`src/rtl/lfsp_pkg.sv`:
```
// shared constants, types and helpers of the frame service port
package lfsp_pkg;

   localparam int ADDR_W    = 16;
   localparam int DATA_W    = 32;
   localparam int PRIO_W    = 3;
   localparam int TAG_W     = 4;

   // priority range, 0 lowest and 7 highest
   localparam logic [PRIO_W-1:0] PRIO_LOWEST  = 3'h0;
   localparam logic [PRIO_W-1:0] PRIO_HIGHEST = 3'h7;

   // the top address bit marks a group address
   localparam int ADDR_GROUP_BIT = ADDR_W - 1;
   localparam logic [ADDR_W-1:0] ADDR_ALL_STATIONS = 16'hFFFF;

   // response wait per attempt and the number of retries after the first send
   localparam int CLK_HZ          = 20_000_000;
   localparam int RESP_TIMEOUT_US = 100;
   localparam int RESP_TIMEOUT_CYC = (RESP_TIMEOUT_US * (CLK_HZ / 1_000_000) > 0) ?
                                     RESP_TIMEOUT_US * (CLK_HZ / 1_000_000) : 1;
   localparam int TIMER_W         = 12;
   localparam logic [TIMER_W-1:0] TIMER_LAST = TIMER_W'(RESP_TIMEOUT_CYC - 1);
   localparam logic [1:0] MAX_RETRIES = 2'h3;

   // reset values
   localparam logic [TAG_W-1:0]   TAG_RESET   = 4'h0;
   localparam logic [TIMER_W-1:0] TIMER_RESET = 12'h000;
   localparam logic [1:0]         RETRY_RESET = 2'h0;

   // delivery-confirmation mode; code 2'h2 is illegal
   typedef enum logic [1:0] {
      LFSP_NO_RESP   = 2'h0,
      LFSP_WANT_RESP = 2'h1,
      LFSP_IS_RESP   = 2'h3
   } lfsp_mode_t;

   typedef enum logic {
      LFSP_SUCCESS = 1'b0,
      LFSP_FAILURE = 1'b1
   } lfsp_status_t;

   function automatic logic lfsp_is_group(input logic [ADDR_W-1:0] addr);
      return addr[ADDR_GROUP_BIT];
   endfunction

   function automatic logic lfsp_addr_match(input logic [ADDR_W-1:0] dest,
                                            input logic [ADDR_W-1:0] station,
                                            input logic [ADDR_W-1:0] group);
      return (dest == station) ||
             (lfsp_is_group(dest) && ((dest == group) || (dest == ADDR_ALL_STATIONS)));
   endfunction

endpackage

```
`src/rtl/lfsp_if.sv`:
```
// service port between the medium access end and the link control end
interface lfsp_if;
   import lfsp_pkg::*;

   // send request, link control to medium access
   logic                req_valid;
   logic                req_ready;
   logic [ADDR_W-1:0]   req_dest;
   logic [ADDR_W-1:0]   req_src;
   logic [DATA_W-1:0]   req_payload;
   logic [PRIO_W-1:0]   req_prio;
   lfsp_mode_t          req_mode;

   // receive indication, medium access to link control
   logic                ind_valid;
   logic                ind_ready;
   logic [ADDR_W-1:0]   ind_dest;
   logic [ADDR_W-1:0]   ind_src;
   logic [DATA_W-1:0]   ind_payload;
   logic [PRIO_W-1:0]   ind_prio;
   lfsp_mode_t          ind_mode;
   logic                ind_assoc;
   logic [TAG_W-1:0]    ind_tag;

   // send confirmation, medium access to link control
   logic                cnf_valid;
   logic                cnf_ready;
   logic [ADDR_W-1:0]   cnf_dest;
   logic [ADDR_W-1:0]   cnf_src;
   lfsp_status_t        cnf_status;
   logic [PRIO_W-1:0]   cnf_prio;
   lfsp_mode_t          cnf_mode;
   logic [TAG_W-1:0]    cnf_tag;

   modport mac (
      input  req_valid, req_dest, req_src, req_payload, req_prio, req_mode,
      output req_ready,
      output ind_valid, ind_dest, ind_src, ind_payload, ind_prio, ind_mode, ind_assoc, ind_tag,
      input  ind_ready,
      output cnf_valid, cnf_dest, cnf_src, cnf_status, cnf_prio, cnf_mode, cnf_tag,
      input  cnf_ready
   );

   modport llc (
      output req_valid, req_dest, req_src, req_payload, req_prio, req_mode,
      input  req_ready,
      input  ind_valid, ind_dest, ind_src, ind_payload, ind_prio, ind_mode, ind_assoc, ind_tag,
      output ind_ready,
      input  cnf_valid, cnf_dest, cnf_src, cnf_status, cnf_prio, cnf_mode, cnf_tag,
      output cnf_ready
   );

endinterface

```
`src/rtl/lfsp_mac_end.sv`:
```
// medium access end: sends frames, filters received frames, confirms requests

// What this block does
// - requests carry addresses, payload and quality
// - quality holds priority 0..7 and mode
// - accepted request is built and transmitted
// - indicate only clean frames addressed here
// - indication shows addresses, payload and quality
// - next response indication links to waiting request
// - response send only after response-wanted indication
// - no group destination when response wanted
// - answer response-wanted indication at once
// - delivered payload equals the sent payload
// - response indication may name earlier request
// - confirm success, or failure on fault/timeout
// - confirmation returns addresses, status, quality
module lfsp_mac_end (
   input  wire logic                     sys_clk,
   input  wire logic                     reset_n,
   lfsp_if.mac                           port,
   input  wire logic [lfsp_pkg::ADDR_W-1:0] station_addr,
   input  wire logic [lfsp_pkg::ADDR_W-1:0] group_addr,
   input  wire logic                     local_fault,
   output      logic                     tx_valid,
   input  wire logic                     tx_ready,
   output      logic [lfsp_pkg::ADDR_W-1:0] tx_dest,
   output      logic [lfsp_pkg::ADDR_W-1:0] tx_src,
   output      logic [lfsp_pkg::DATA_W-1:0] tx_payload,
   output      logic [lfsp_pkg::PRIO_W-1:0] tx_prio,
   output      logic [1:0]               tx_mode,
   input  wire logic                     rx_valid,
   output      logic                     rx_ready,
   input  wire logic                     rx_is_data,
   input  wire logic                     rx_error,
   input  wire logic [lfsp_pkg::ADDR_W-1:0] rx_dest,
   input  wire logic [lfsp_pkg::ADDR_W-1:0] rx_src,
   input  wire logic [lfsp_pkg::DATA_W-1:0] rx_payload,
   input  wire logic [lfsp_pkg::PRIO_W-1:0] rx_prio,
   input  wire logic [1:0]               rx_mode
);
   import lfsp_pkg::*;

   typedef enum logic [1:0] {
      ST_IDLE    = 2'h0,
      ST_SEND    = 2'h1,
      ST_WAIT    = 2'h3,
      ST_CONFIRM = 2'h2
   } lfsp_state_t;

   lfsp_state_t         state, next_state;
   logic [ADDR_W-1:0]   cur_dest, next_cur_dest;
   logic [ADDR_W-1:0]   cur_src, next_cur_src;
   logic [DATA_W-1:0]   cur_payload, next_cur_payload;
   logic [PRIO_W-1:0]   cur_prio, next_cur_prio;
   lfsp_mode_t          cur_mode, next_cur_mode;
   lfsp_status_t        status, next_status;
   logic [TAG_W-1:0]    tag, next_tag;
   logic [1:0]          retry, next_retry;
   logic [TIMER_W-1:0]  timer, next_timer;
   logic                ind_valid, next_ind_valid;
   logic [ADDR_W-1:0]   ind_dest, next_ind_dest;
   logic [ADDR_W-1:0]   ind_src, next_ind_src;
   logic [DATA_W-1:0]   ind_payload, next_ind_payload;
   logic [PRIO_W-1:0]   ind_prio, next_ind_prio;
   lfsp_mode_t          ind_mode, next_ind_mode;
   logic                ind_assoc, next_ind_assoc;
   logic [TAG_W-1:0]    ind_tag, next_ind_tag;
   logic                accept_rx;
   logic                resp_hit;

   ////////////////////////////////////////////////////////////////////////////
   // handshakes and held data toward both parties
   assign port.req_ready = (state == ST_IDLE);
   assign tx_valid       = (state == ST_SEND);
   assign tx_dest        = cur_dest;
   assign tx_src         = cur_src;
   assign tx_payload     = cur_payload;
   assign tx_prio        = cur_prio;
   assign tx_mode        = cur_mode;
   assign port.cnf_valid  = (state == ST_CONFIRM);
   assign port.cnf_dest   = cur_dest;
   assign port.cnf_src    = cur_src;
   assign port.cnf_status = status;
   assign port.cnf_prio   = cur_prio;
   assign port.cnf_mode   = cur_mode;
   assign port.cnf_tag    = tag;

   // the medium is held off while an indication waits, so no frame is dropped
   assign rx_ready = !ind_valid;
   assign accept_rx = rx_valid && rx_ready && rx_is_data && !rx_error &&
                      lfsp_addr_match(rx_dest, station_addr, group_addr);
   assign resp_hit  = accept_rx && (state == ST_WAIT) && (rx_mode == LFSP_IS_RESP);

   assign port.ind_valid   = ind_valid;
   assign port.ind_dest    = ind_dest;
   assign port.ind_src     = ind_src;
   assign port.ind_payload = ind_payload;
   assign port.ind_prio    = ind_prio;
   assign port.ind_mode    = ind_mode;
   assign port.ind_assoc   = ind_assoc;
   assign port.ind_tag     = ind_tag;

   ////////////////////////////////////////////////////////////////////////////
   // indication holding register, loaded only when empty
   always_comb begin
      next_ind_valid   = ind_valid;
      next_ind_dest    = ind_dest;
      next_ind_src     = ind_src;
      next_ind_payload = ind_payload;
      next_ind_prio    = ind_prio;
      next_ind_mode    = ind_mode;
      next_ind_assoc   = ind_assoc;
      next_ind_tag     = ind_tag;
      if (accept_rx) begin
         next_ind_valid   = 1'b1;
         next_ind_dest    = rx_dest;
         next_ind_src     = rx_src;
         next_ind_payload = rx_payload;
         next_ind_prio    = rx_prio;
         next_ind_mode    = lfsp_mode_t'(rx_mode);
         next_ind_assoc   = resp_hit;
         next_ind_tag     = tag;
      end else if (ind_valid && port.ind_ready) begin
         next_ind_valid = 1'b0;
      end
   end

   always_ff @(posedge sys_clk or negedge reset_n) begin
      if (!reset_n) begin
         ind_valid   <= 1'b0;
         ind_dest    <= '0;
         ind_src     <= '0;
         ind_payload <= '0;
         ind_prio    <= PRIO_LOWEST;
         ind_mode    <= LFSP_NO_RESP;
         ind_assoc   <= 1'b0;
         ind_tag     <= TAG_RESET;
      end else begin
         ind_valid   <= next_ind_valid;
         ind_dest    <= next_ind_dest;
         ind_src     <= next_ind_src;
         ind_payload <= next_ind_payload;
         ind_prio    <= next_ind_prio;
         ind_mode    <= next_ind_mode;
         ind_assoc   <= next_ind_assoc;
         ind_tag     <= next_ind_tag;
      end
   end

   ////////////////////////////////////////////////////////////////////////////
   // request sequencer; a response beats a fault or timeout in the same cycle
   always_comb begin
      next_state       = state;
      next_cur_dest    = cur_dest;
      next_cur_src     = cur_src;
      next_cur_payload = cur_payload;
      next_cur_prio    = cur_prio;
      next_cur_mode    = cur_mode;
      next_status      = status;
      next_tag         = tag;
      next_retry       = retry;
      next_timer       = timer;
      unique case (state)
         ST_IDLE: begin
            if (port.req_valid) begin
               next_cur_dest    = port.req_dest;
               next_cur_src     = port.req_src;
               next_cur_payload = port.req_payload;
               next_cur_prio    = port.req_prio;
               next_cur_mode    = port.req_mode;
               next_retry       = RETRY_RESET;
               next_state       = ST_SEND;
            end
         end
         ST_SEND: begin
            if (local_fault) begin
               next_status = LFSP_FAILURE;
               next_state  = ST_CONFIRM;
            end else if (tx_ready) begin
               next_timer = TIMER_RESET;
               if (cur_mode == LFSP_WANT_RESP) begin
                  next_state = ST_WAIT;
               end else begin
                  next_status = LFSP_SUCCESS;
                  next_state  = ST_CONFIRM;
               end
            end
         end
         ST_WAIT: begin
            if (resp_hit) begin
               next_status = LFSP_SUCCESS;
               next_state  = ST_CONFIRM;
            end else if (local_fault) begin
               next_status = LFSP_FAILURE;
               next_state  = ST_CONFIRM;
            end else if (timer == TIMER_LAST) begin
               if (retry == MAX_RETRIES) begin
                  next_status = LFSP_FAILURE;
                  next_state  = ST_CONFIRM;
               end else begin
                  next_retry = retry + 2'h1;
                  next_state = ST_SEND;
               end
            end else begin
               next_timer = timer + 12'h001;
            end
         end
         ST_CONFIRM: begin
            if (port.cnf_ready) begin
               next_tag   = tag + 4'h1;
               next_state = ST_IDLE;
            end
         end
      endcase
   end

   always_ff @(posedge sys_clk or negedge reset_n) begin
      if (!reset_n) begin
         state       <= ST_IDLE;
         cur_dest    <= '0;
         cur_src     <= '0;
         cur_payload <= '0;
         cur_prio    <= PRIO_LOWEST;
         cur_mode    <= LFSP_NO_RESP;
         status      <= LFSP_SUCCESS;
         tag         <= TAG_RESET;
         retry       <= RETRY_RESET;
         timer       <= TIMER_RESET;
      end else begin
         state       <= next_state;
         cur_dest    <= next_cur_dest;
         cur_src     <= next_cur_src;
         cur_payload <= next_cur_payload;
         cur_prio    <= next_cur_prio;
         cur_mode    <= next_cur_mode;
         status      <= next_status;
         tag         <= next_tag;
         retry       <= next_retry;
         timer       <= next_timer;
      end
   end

endmodule

```
`src/flat_wrapper.sv`:
```
// flat-port wrapper written by rule: the top's interface ports become plain ports
module lfsp_mac_end_flat import lfsp_pkg::*;
  (sys_clk, reset_n, station_addr, group_addr, local_fault, tx_valid, tx_ready, tx_dest, tx_src, tx_payload, tx_prio, tx_mode, rx_valid, rx_ready, rx_is_data, rx_error, rx_dest, rx_src, rx_payload, rx_prio, rx_mode, port_req_valid, port_req_dest, port_req_src, port_req_payload, port_req_prio, port_req_mode, port_req_ready, port_ind_valid, port_ind_dest, port_ind_src, port_ind_payload, port_ind_prio, port_ind_mode, port_ind_assoc, port_ind_tag, port_ind_ready, port_cnf_valid, port_cnf_dest, port_cnf_src, port_cnf_status, port_cnf_prio, port_cnf_mode, port_cnf_tag, port_cnf_ready);
  lfsp_if port_i ();
  input  wire logic sys_clk;
  input  wire logic reset_n;
  input  wire logic [lfsp_pkg::ADDR_W-1:0] station_addr;
  input  wire logic [lfsp_pkg::ADDR_W-1:0] group_addr;
  input  wire logic local_fault;
  output      logic tx_valid;
  input  wire logic tx_ready;
  output      logic [lfsp_pkg::ADDR_W-1:0] tx_dest;
  output      logic [lfsp_pkg::ADDR_W-1:0] tx_src;
  output      logic [lfsp_pkg::DATA_W-1:0] tx_payload;
  output      logic [lfsp_pkg::PRIO_W-1:0] tx_prio;
  output      logic [1:0] tx_mode;
  input  wire logic rx_valid;
  output      logic rx_ready;
  input  wire logic rx_is_data;
  input  wire logic rx_error;
  input  wire logic [lfsp_pkg::ADDR_W-1:0] rx_dest;
  input  wire logic [lfsp_pkg::ADDR_W-1:0] rx_src;
  input  wire logic [lfsp_pkg::DATA_W-1:0] rx_payload;
  input  wire logic [lfsp_pkg::PRIO_W-1:0] rx_prio;
  input  wire logic [1:0] rx_mode;
  input wire logic [$bits(port_i.req_valid)-1:0] port_req_valid;
  input wire logic [$bits(port_i.req_dest)-1:0] port_req_dest;
  input wire logic [$bits(port_i.req_src)-1:0] port_req_src;
  input wire logic [$bits(port_i.req_payload)-1:0] port_req_payload;
  input wire logic [$bits(port_i.req_prio)-1:0] port_req_prio;
  input wire logic [$bits(port_i.req_mode)-1:0] port_req_mode;
  output wire logic [$bits(port_i.req_ready)-1:0] port_req_ready;
  output wire logic [$bits(port_i.ind_valid)-1:0] port_ind_valid;
  output wire logic [$bits(port_i.ind_dest)-1:0] port_ind_dest;
  output wire logic [$bits(port_i.ind_src)-1:0] port_ind_src;
  output wire logic [$bits(port_i.ind_payload)-1:0] port_ind_payload;
  output wire logic [$bits(port_i.ind_prio)-1:0] port_ind_prio;
  output wire logic [$bits(port_i.ind_mode)-1:0] port_ind_mode;
  output wire logic [$bits(port_i.ind_assoc)-1:0] port_ind_assoc;
  output wire logic [$bits(port_i.ind_tag)-1:0] port_ind_tag;
  input wire logic [$bits(port_i.ind_ready)-1:0] port_ind_ready;
  output wire logic [$bits(port_i.cnf_valid)-1:0] port_cnf_valid;
  output wire logic [$bits(port_i.cnf_dest)-1:0] port_cnf_dest;
  output wire logic [$bits(port_i.cnf_src)-1:0] port_cnf_src;
  output wire logic [$bits(port_i.cnf_status)-1:0] port_cnf_status;
  output wire logic [$bits(port_i.cnf_prio)-1:0] port_cnf_prio;
  output wire logic [$bits(port_i.cnf_mode)-1:0] port_cnf_mode;
  output wire logic [$bits(port_i.cnf_tag)-1:0] port_cnf_tag;
  input wire logic [$bits(port_i.cnf_ready)-1:0] port_cnf_ready;
  assign port_i.req_valid = port_req_valid;
  assign port_i.req_dest = port_req_dest;
  assign port_i.req_src = port_req_src;
  assign port_i.req_payload = port_req_payload;
  assign port_i.req_prio = port_req_prio;
  assign port_i.req_mode = port_req_mode;
  assign port_req_ready = port_i.req_ready;
  assign port_ind_valid = port_i.ind_valid;
  assign port_ind_dest = port_i.ind_dest;
  assign port_ind_src = port_i.ind_src;
  assign port_ind_payload = port_i.ind_payload;
  assign port_ind_prio = port_i.ind_prio;
  assign port_ind_mode = port_i.ind_mode;
  assign port_ind_assoc = port_i.ind_assoc;
  assign port_ind_tag = port_i.ind_tag;
  assign port_i.ind_ready = port_ind_ready;
  assign port_cnf_valid = port_i.cnf_valid;
  assign port_cnf_dest = port_i.cnf_dest;
  assign port_cnf_src = port_i.cnf_src;
  assign port_cnf_status = port_i.cnf_status;
  assign port_cnf_prio = port_i.cnf_prio;
  assign port_cnf_mode = port_i.cnf_mode;
  assign port_cnf_tag = port_i.cnf_tag;
  assign port_i.cnf_ready = port_cnf_ready;
  lfsp_mac_end u_core (.sys_clk(sys_clk), .reset_n(reset_n), .port(port_i), .station_addr(station_addr), .group_addr(group_addr), .local_fault(local_fault), .tx_valid(tx_valid), .tx_ready(tx_ready), .tx_dest(tx_dest), .tx_src(tx_src), .tx_payload(tx_payload), .tx_prio(tx_prio), .tx_mode(tx_mode), .rx_valid(rx_valid), .rx_ready(rx_ready), .rx_is_data(rx_is_data), .rx_error(rx_error), .rx_dest(rx_dest), .rx_src(rx_src), .rx_payload(rx_payload), .rx_prio(rx_prio), .rx_mode(rx_mode));
endmodule
```
`config.mk`:
```
export PLATFORM = sky130hd
export DESIGN_NAME = lfsp_mac_end_flat
export DESIGN_NICKNAME = d
export VERILOG_FILES = /design/src/rtl/lfsp_pkg.sv /design/src/rtl/lfsp_if.sv /design/src/rtl/lfsp_mac_end.sv /design/src/flat_wrapper.sv
export SDC_FILE = /design/constraint.sdc
export NUM_CORES = 1
export LEC_CHECK = 0
export ABC_CLOCK_PERIOD_IN_PS = 2200
export BUFFER_PORTS_ARGS = -buffer_cell sky130_fd_sc_hd__buf_2
export CAP_MARGIN = 30
export CORE_AREA = 2 2 142 144
export CTS_CLUSTER_DIAMETER = 120
export DETAILED_ROUTE_END_ITERATION = 10
export DIE_AREA = 0 0 144 146
export PLACE_DENSITY = 0.72
export SYNTH_ARGS = -nofsm -noshare
export SYNTH_HDL_FRONTEND = slang
export SYNTH_SLANG_ARGS = --single-unit
```
`constraint.sdc`:
```
create_clock -name sys_clk -period 2.2 [get_ports sys_clk]
set_input_delay 0.44 -clock sys_clk [delete_from_list [all_inputs] [get_ports sys_clk]]
set_output_delay 0.44 -clock sys_clk [all_outputs]
set_load 0.1 [all_outputs]
```
==> results.json <==
{
  "wl_um": 18300,
  "met1_length_um": 7320,
  "grt_pass1_wl_um": 28800,
  "grt_pass1_vias": 5595,
  "wl_met2_um": 9480,
  "cts_buffers": 17,
  "cp.arrival_ns": 2.41,
  "synthCells": 529,
  "fp.dieW_um": 144,
  "cts_tree": "done",
  "cts_setup_buffers": 0,
  "max_cap_viol_count": 0,
  "grt_max_degree": 51,
  "drtIter0Drc": 149,
  "core_um2": 19300,
  "cp_top_family": "simple AND/OR/NAND/NOR gates",
  "clkTransAtPathRegs_ns": 0.07,
  "place_ws_ns": -0.191,
  "antenna_found_initial": 0,
  "cts-root-buf": "clkbuf_16",
  "place_area_um2": 9470,
  "stdcell_area_um2": 10100,
  "slowest_delay_ns": 0.60,
  "cts.sinks": 165,
  "h-tree-depth": 4,
  "critPathSlowestCell": "or4b_2",
  "slew_headroom_pct": 57.3,
  "rows": 51,
  "cp-end-kind": "register",
  "outcome": "finished clean",
  "cts.path.max_buffers": 2,
  "grt.overflow.total": 0,
  "highest_layer": "met4",
  "fin_crit_sh_pct": 93.7,
  "fin_skew_ns": 0.00715,
  "die_y_um": 146,
  "grt_setup_unrepaired": "false",
  "nets": 1068,
  "vias_per_cell": 4.70,
  "fin_crit_ns": 2.06,
  "dieArea_um2": 21000,
  "cp_cell_sequence": "ha_1, and3_1, a41oi_2, nand2_1, nor2_1, or4b_2, nand2_1",
  "synthToLayoutAreaGrowth_pct": 36.9,
  "boundaryPins": 370,
  "synth_warnings": 0,
  "syn-num-nets": 712,
  "fin_ws_ns": 0.138,
  "fin_tns_setup_ns": 0,
  "hold_viol": 0,
  "path_max_fanout": 4,
  "vias": 5469,
  "drtPass1Iterations": 6,
  "ys_ff_latch": 165,
  "drive_gt1_share_pct": 64.1,
  "syn-cell-area_um2": 7370,
  "slew_violations": 0,
  "max_freq_mhz": 485,
  "clk_latency_ns": 0.42,
  "initial_core_util_pct": 38.1,
  "hold_class": "primary input to register",
  "syn_area_per_cell_um2": 13.9,
  "drc": 0,
  "gp_congestion": 0.804,
  "cp.buffers_inverters": 0,
  "place_hpwl_um": 14300,
  "worstSetupStartpointType": "register",
  "wl_per_cell_um": 15.7,
  "route.met3.wl_um": 1330,
  "port_buffers": 369,
  "grt_use_total_pct": 17.3,
  "synth.yosys.seq_area_share_pct": 56.1,
  "ant_nets": 0,
  "diodes": 0,
  "post_synth_num_cell_types": 49,
  "setup_viol_count_final": 0,
  "fillers": 1716,
  "cp.required_ns": 2.55,
  "crit_top_cell": "nand2_1",
  "worst_pin_slew_ns": 0.634,
  "crit_type": "register to register"
}
-- repair_timing --
action                     in CTS  in global routing
resized for setup               0                  2
setup endpoints to repair       0                  8
hold endpoints to repair       44                  0
hold buffers                    1                  0
-- final cells by class --
class	instances	area [um2]	area share, %
clock buffer	17	425	4.22
multi-input combinational	300	2850	28.3
timing repair buffer	397	2160	21.4
sequential	165	4130	40.9
clock inverter	15	176	1.75
inverter	4	15.0	0.149
tap	265	332	3.29
-- routing by layer --
layer,global-route usage [%],vias up
met3,5.13,13
li1,-,2567
met2,30.5,229
met1,20.6,2660
met5,0,-
met4,4.56,0
-- metrics by stage --
step           util (%)  hold slack (ns)  std cells
2_1_floorplan         -            0.144        529
3_3_place_gp       49.0            0.422       1130
3_5_place_dp       49.0            0.421       1130
4_1_cts            52.1            0.185       1163
5_1_grt            52.2            0.195       1163
6_report           52.2            0.211       1163
-- cell families (layout without fill, tap and decap cells) --
family                     Yosys count  count (layout)  share of synthesized area (%)
muxes                              146             146                           23.8
buffers and inverters               64             433                           5.81
DFF                                165             165                           56.1
and+or+nand+nor                     78              78                           6.44
adders and majority gates            3               3                          0.510
AOI/OAI and AO/OA                   39              39                           3.33
xor gates and xnor gates            34              34                           4.04
-- path summary, 6_finish.rpt --
kind,startpoint,endpoint,slack (ns),cells after the start
worst min register to register,u_core.port.ind_assoc,u_core.port.ind_assoc,0.47,1
worst max register to register,u_core.timer[0],u_core.timer[6],0.14,7
min in group asynchronous,reset_n,u_core.tx_payload[7],0.54,2
worst min-delay path,port_ind_ready,u_core.port.ind_valid,0.21,2
worst max-delay path,u_core.timer[0],u_core.timer[6],0.14,7
max in group asynchronous,reset_n,u_core.port.cnf_dest[9],1.02,3
-- cell usage after synthesis, drive strengths merged --
master / instances / area [um2]
ha: 3 / 37.5
nand2: 10 / 37.5
mux2i: 2 / 20.0
mux2: 144 / 1730
nand3: 8 / 40.0
nor2b: 3 / 18.8
and4: 1 / 8.76
nand2b: 2 / 12.5
and3: 2 / 12.5
buf: 50 / 375
dfrtp: 165 / 4130
and2: 3 / 18.8
o21a: 2 / 15.0
a21oi: 7 / 35.0
o22a: 1 / 8.76
xor2: 4 / 35.0
o211ai: 1 / 7.51
o22ai: 1 / 6.26
clkbuf: 10 / 37.5
or4bb: 1 / 11.3
nor2: 10 / 37.5
inv: 4 / 15.0
nor4b: 3 / 26.3
xnor2: 30 / 263
or3: 5 / 31.3
nor4bb: 1 / 10.0
nor4: 4 / 40.0
o21ai: 15 / 75.1
o21bai: 1 / 7.51
o31a: 2 / 18.8
or4b: 1 / 10.0
nand4: 17 / 106
nand3b: 1 / 7.51
o31ai: 5 / 37.5
nor3: 2 / 10.0
nand4b: 1 / 8.76
o311ai: 2 / 17.5
or4: 3 / 26.3
a21o: 1 / 7.51
a41oi: 1 / 8.76
-- sequential cells by signal, indices dropped and copies added, names as in the netlist --
register                 flops
u_core.port.ind_tag          4
u_core.state                 2
u_core.port.cnf_src         16
u_core.port.cnf_mode         2
u_core.port.ind_payload     32
u_core.port.ind_assoc        1
u_core.retry                 2
u_core.port.cnf_dest        16
u_core.port.ind_mode         2
u_core.timer                12
u_core.port.cnf_prio         3
u_core.port.ind_src         16
u_core.port.ind_prio         3
u_core.port.ind_valid        1
u_core.tx_payload           32
u_core.port.ind_dest        16
u_core.port.cnf_status       1
u_core.port.cnf_tag          4
-- placed cells by master, fill, tap and decap left out, drive strengths merged, types with 2 or more instances in the layout --
cell type  Yosys  final
a21oi          7      7
and2           3      3
and3           2      2
buf           50    396
clkbuf        10     17
clkinv         0      9
dfrtp        165    165
ha             3      3
inv            4     10
mux2         144    144
mux2i          2      2
nand2         10     10
nand2b         2      2
nand3          8      8
nand4         17     17
nor2          10     10
nor2b          3      3
nor3           2      2
nor4           4      4
nor4b          3      3
o21a           2      2
o21ai         15     15
o311ai         2      2
o31a           2      2
o31ai          5      5
or3            5      5
or4            3      3
xnor2         30     30
xor2           4      4
Power is not shown: default switching activity piles up to over one toggle a cycle in this logic, so the estimate is an artifact.
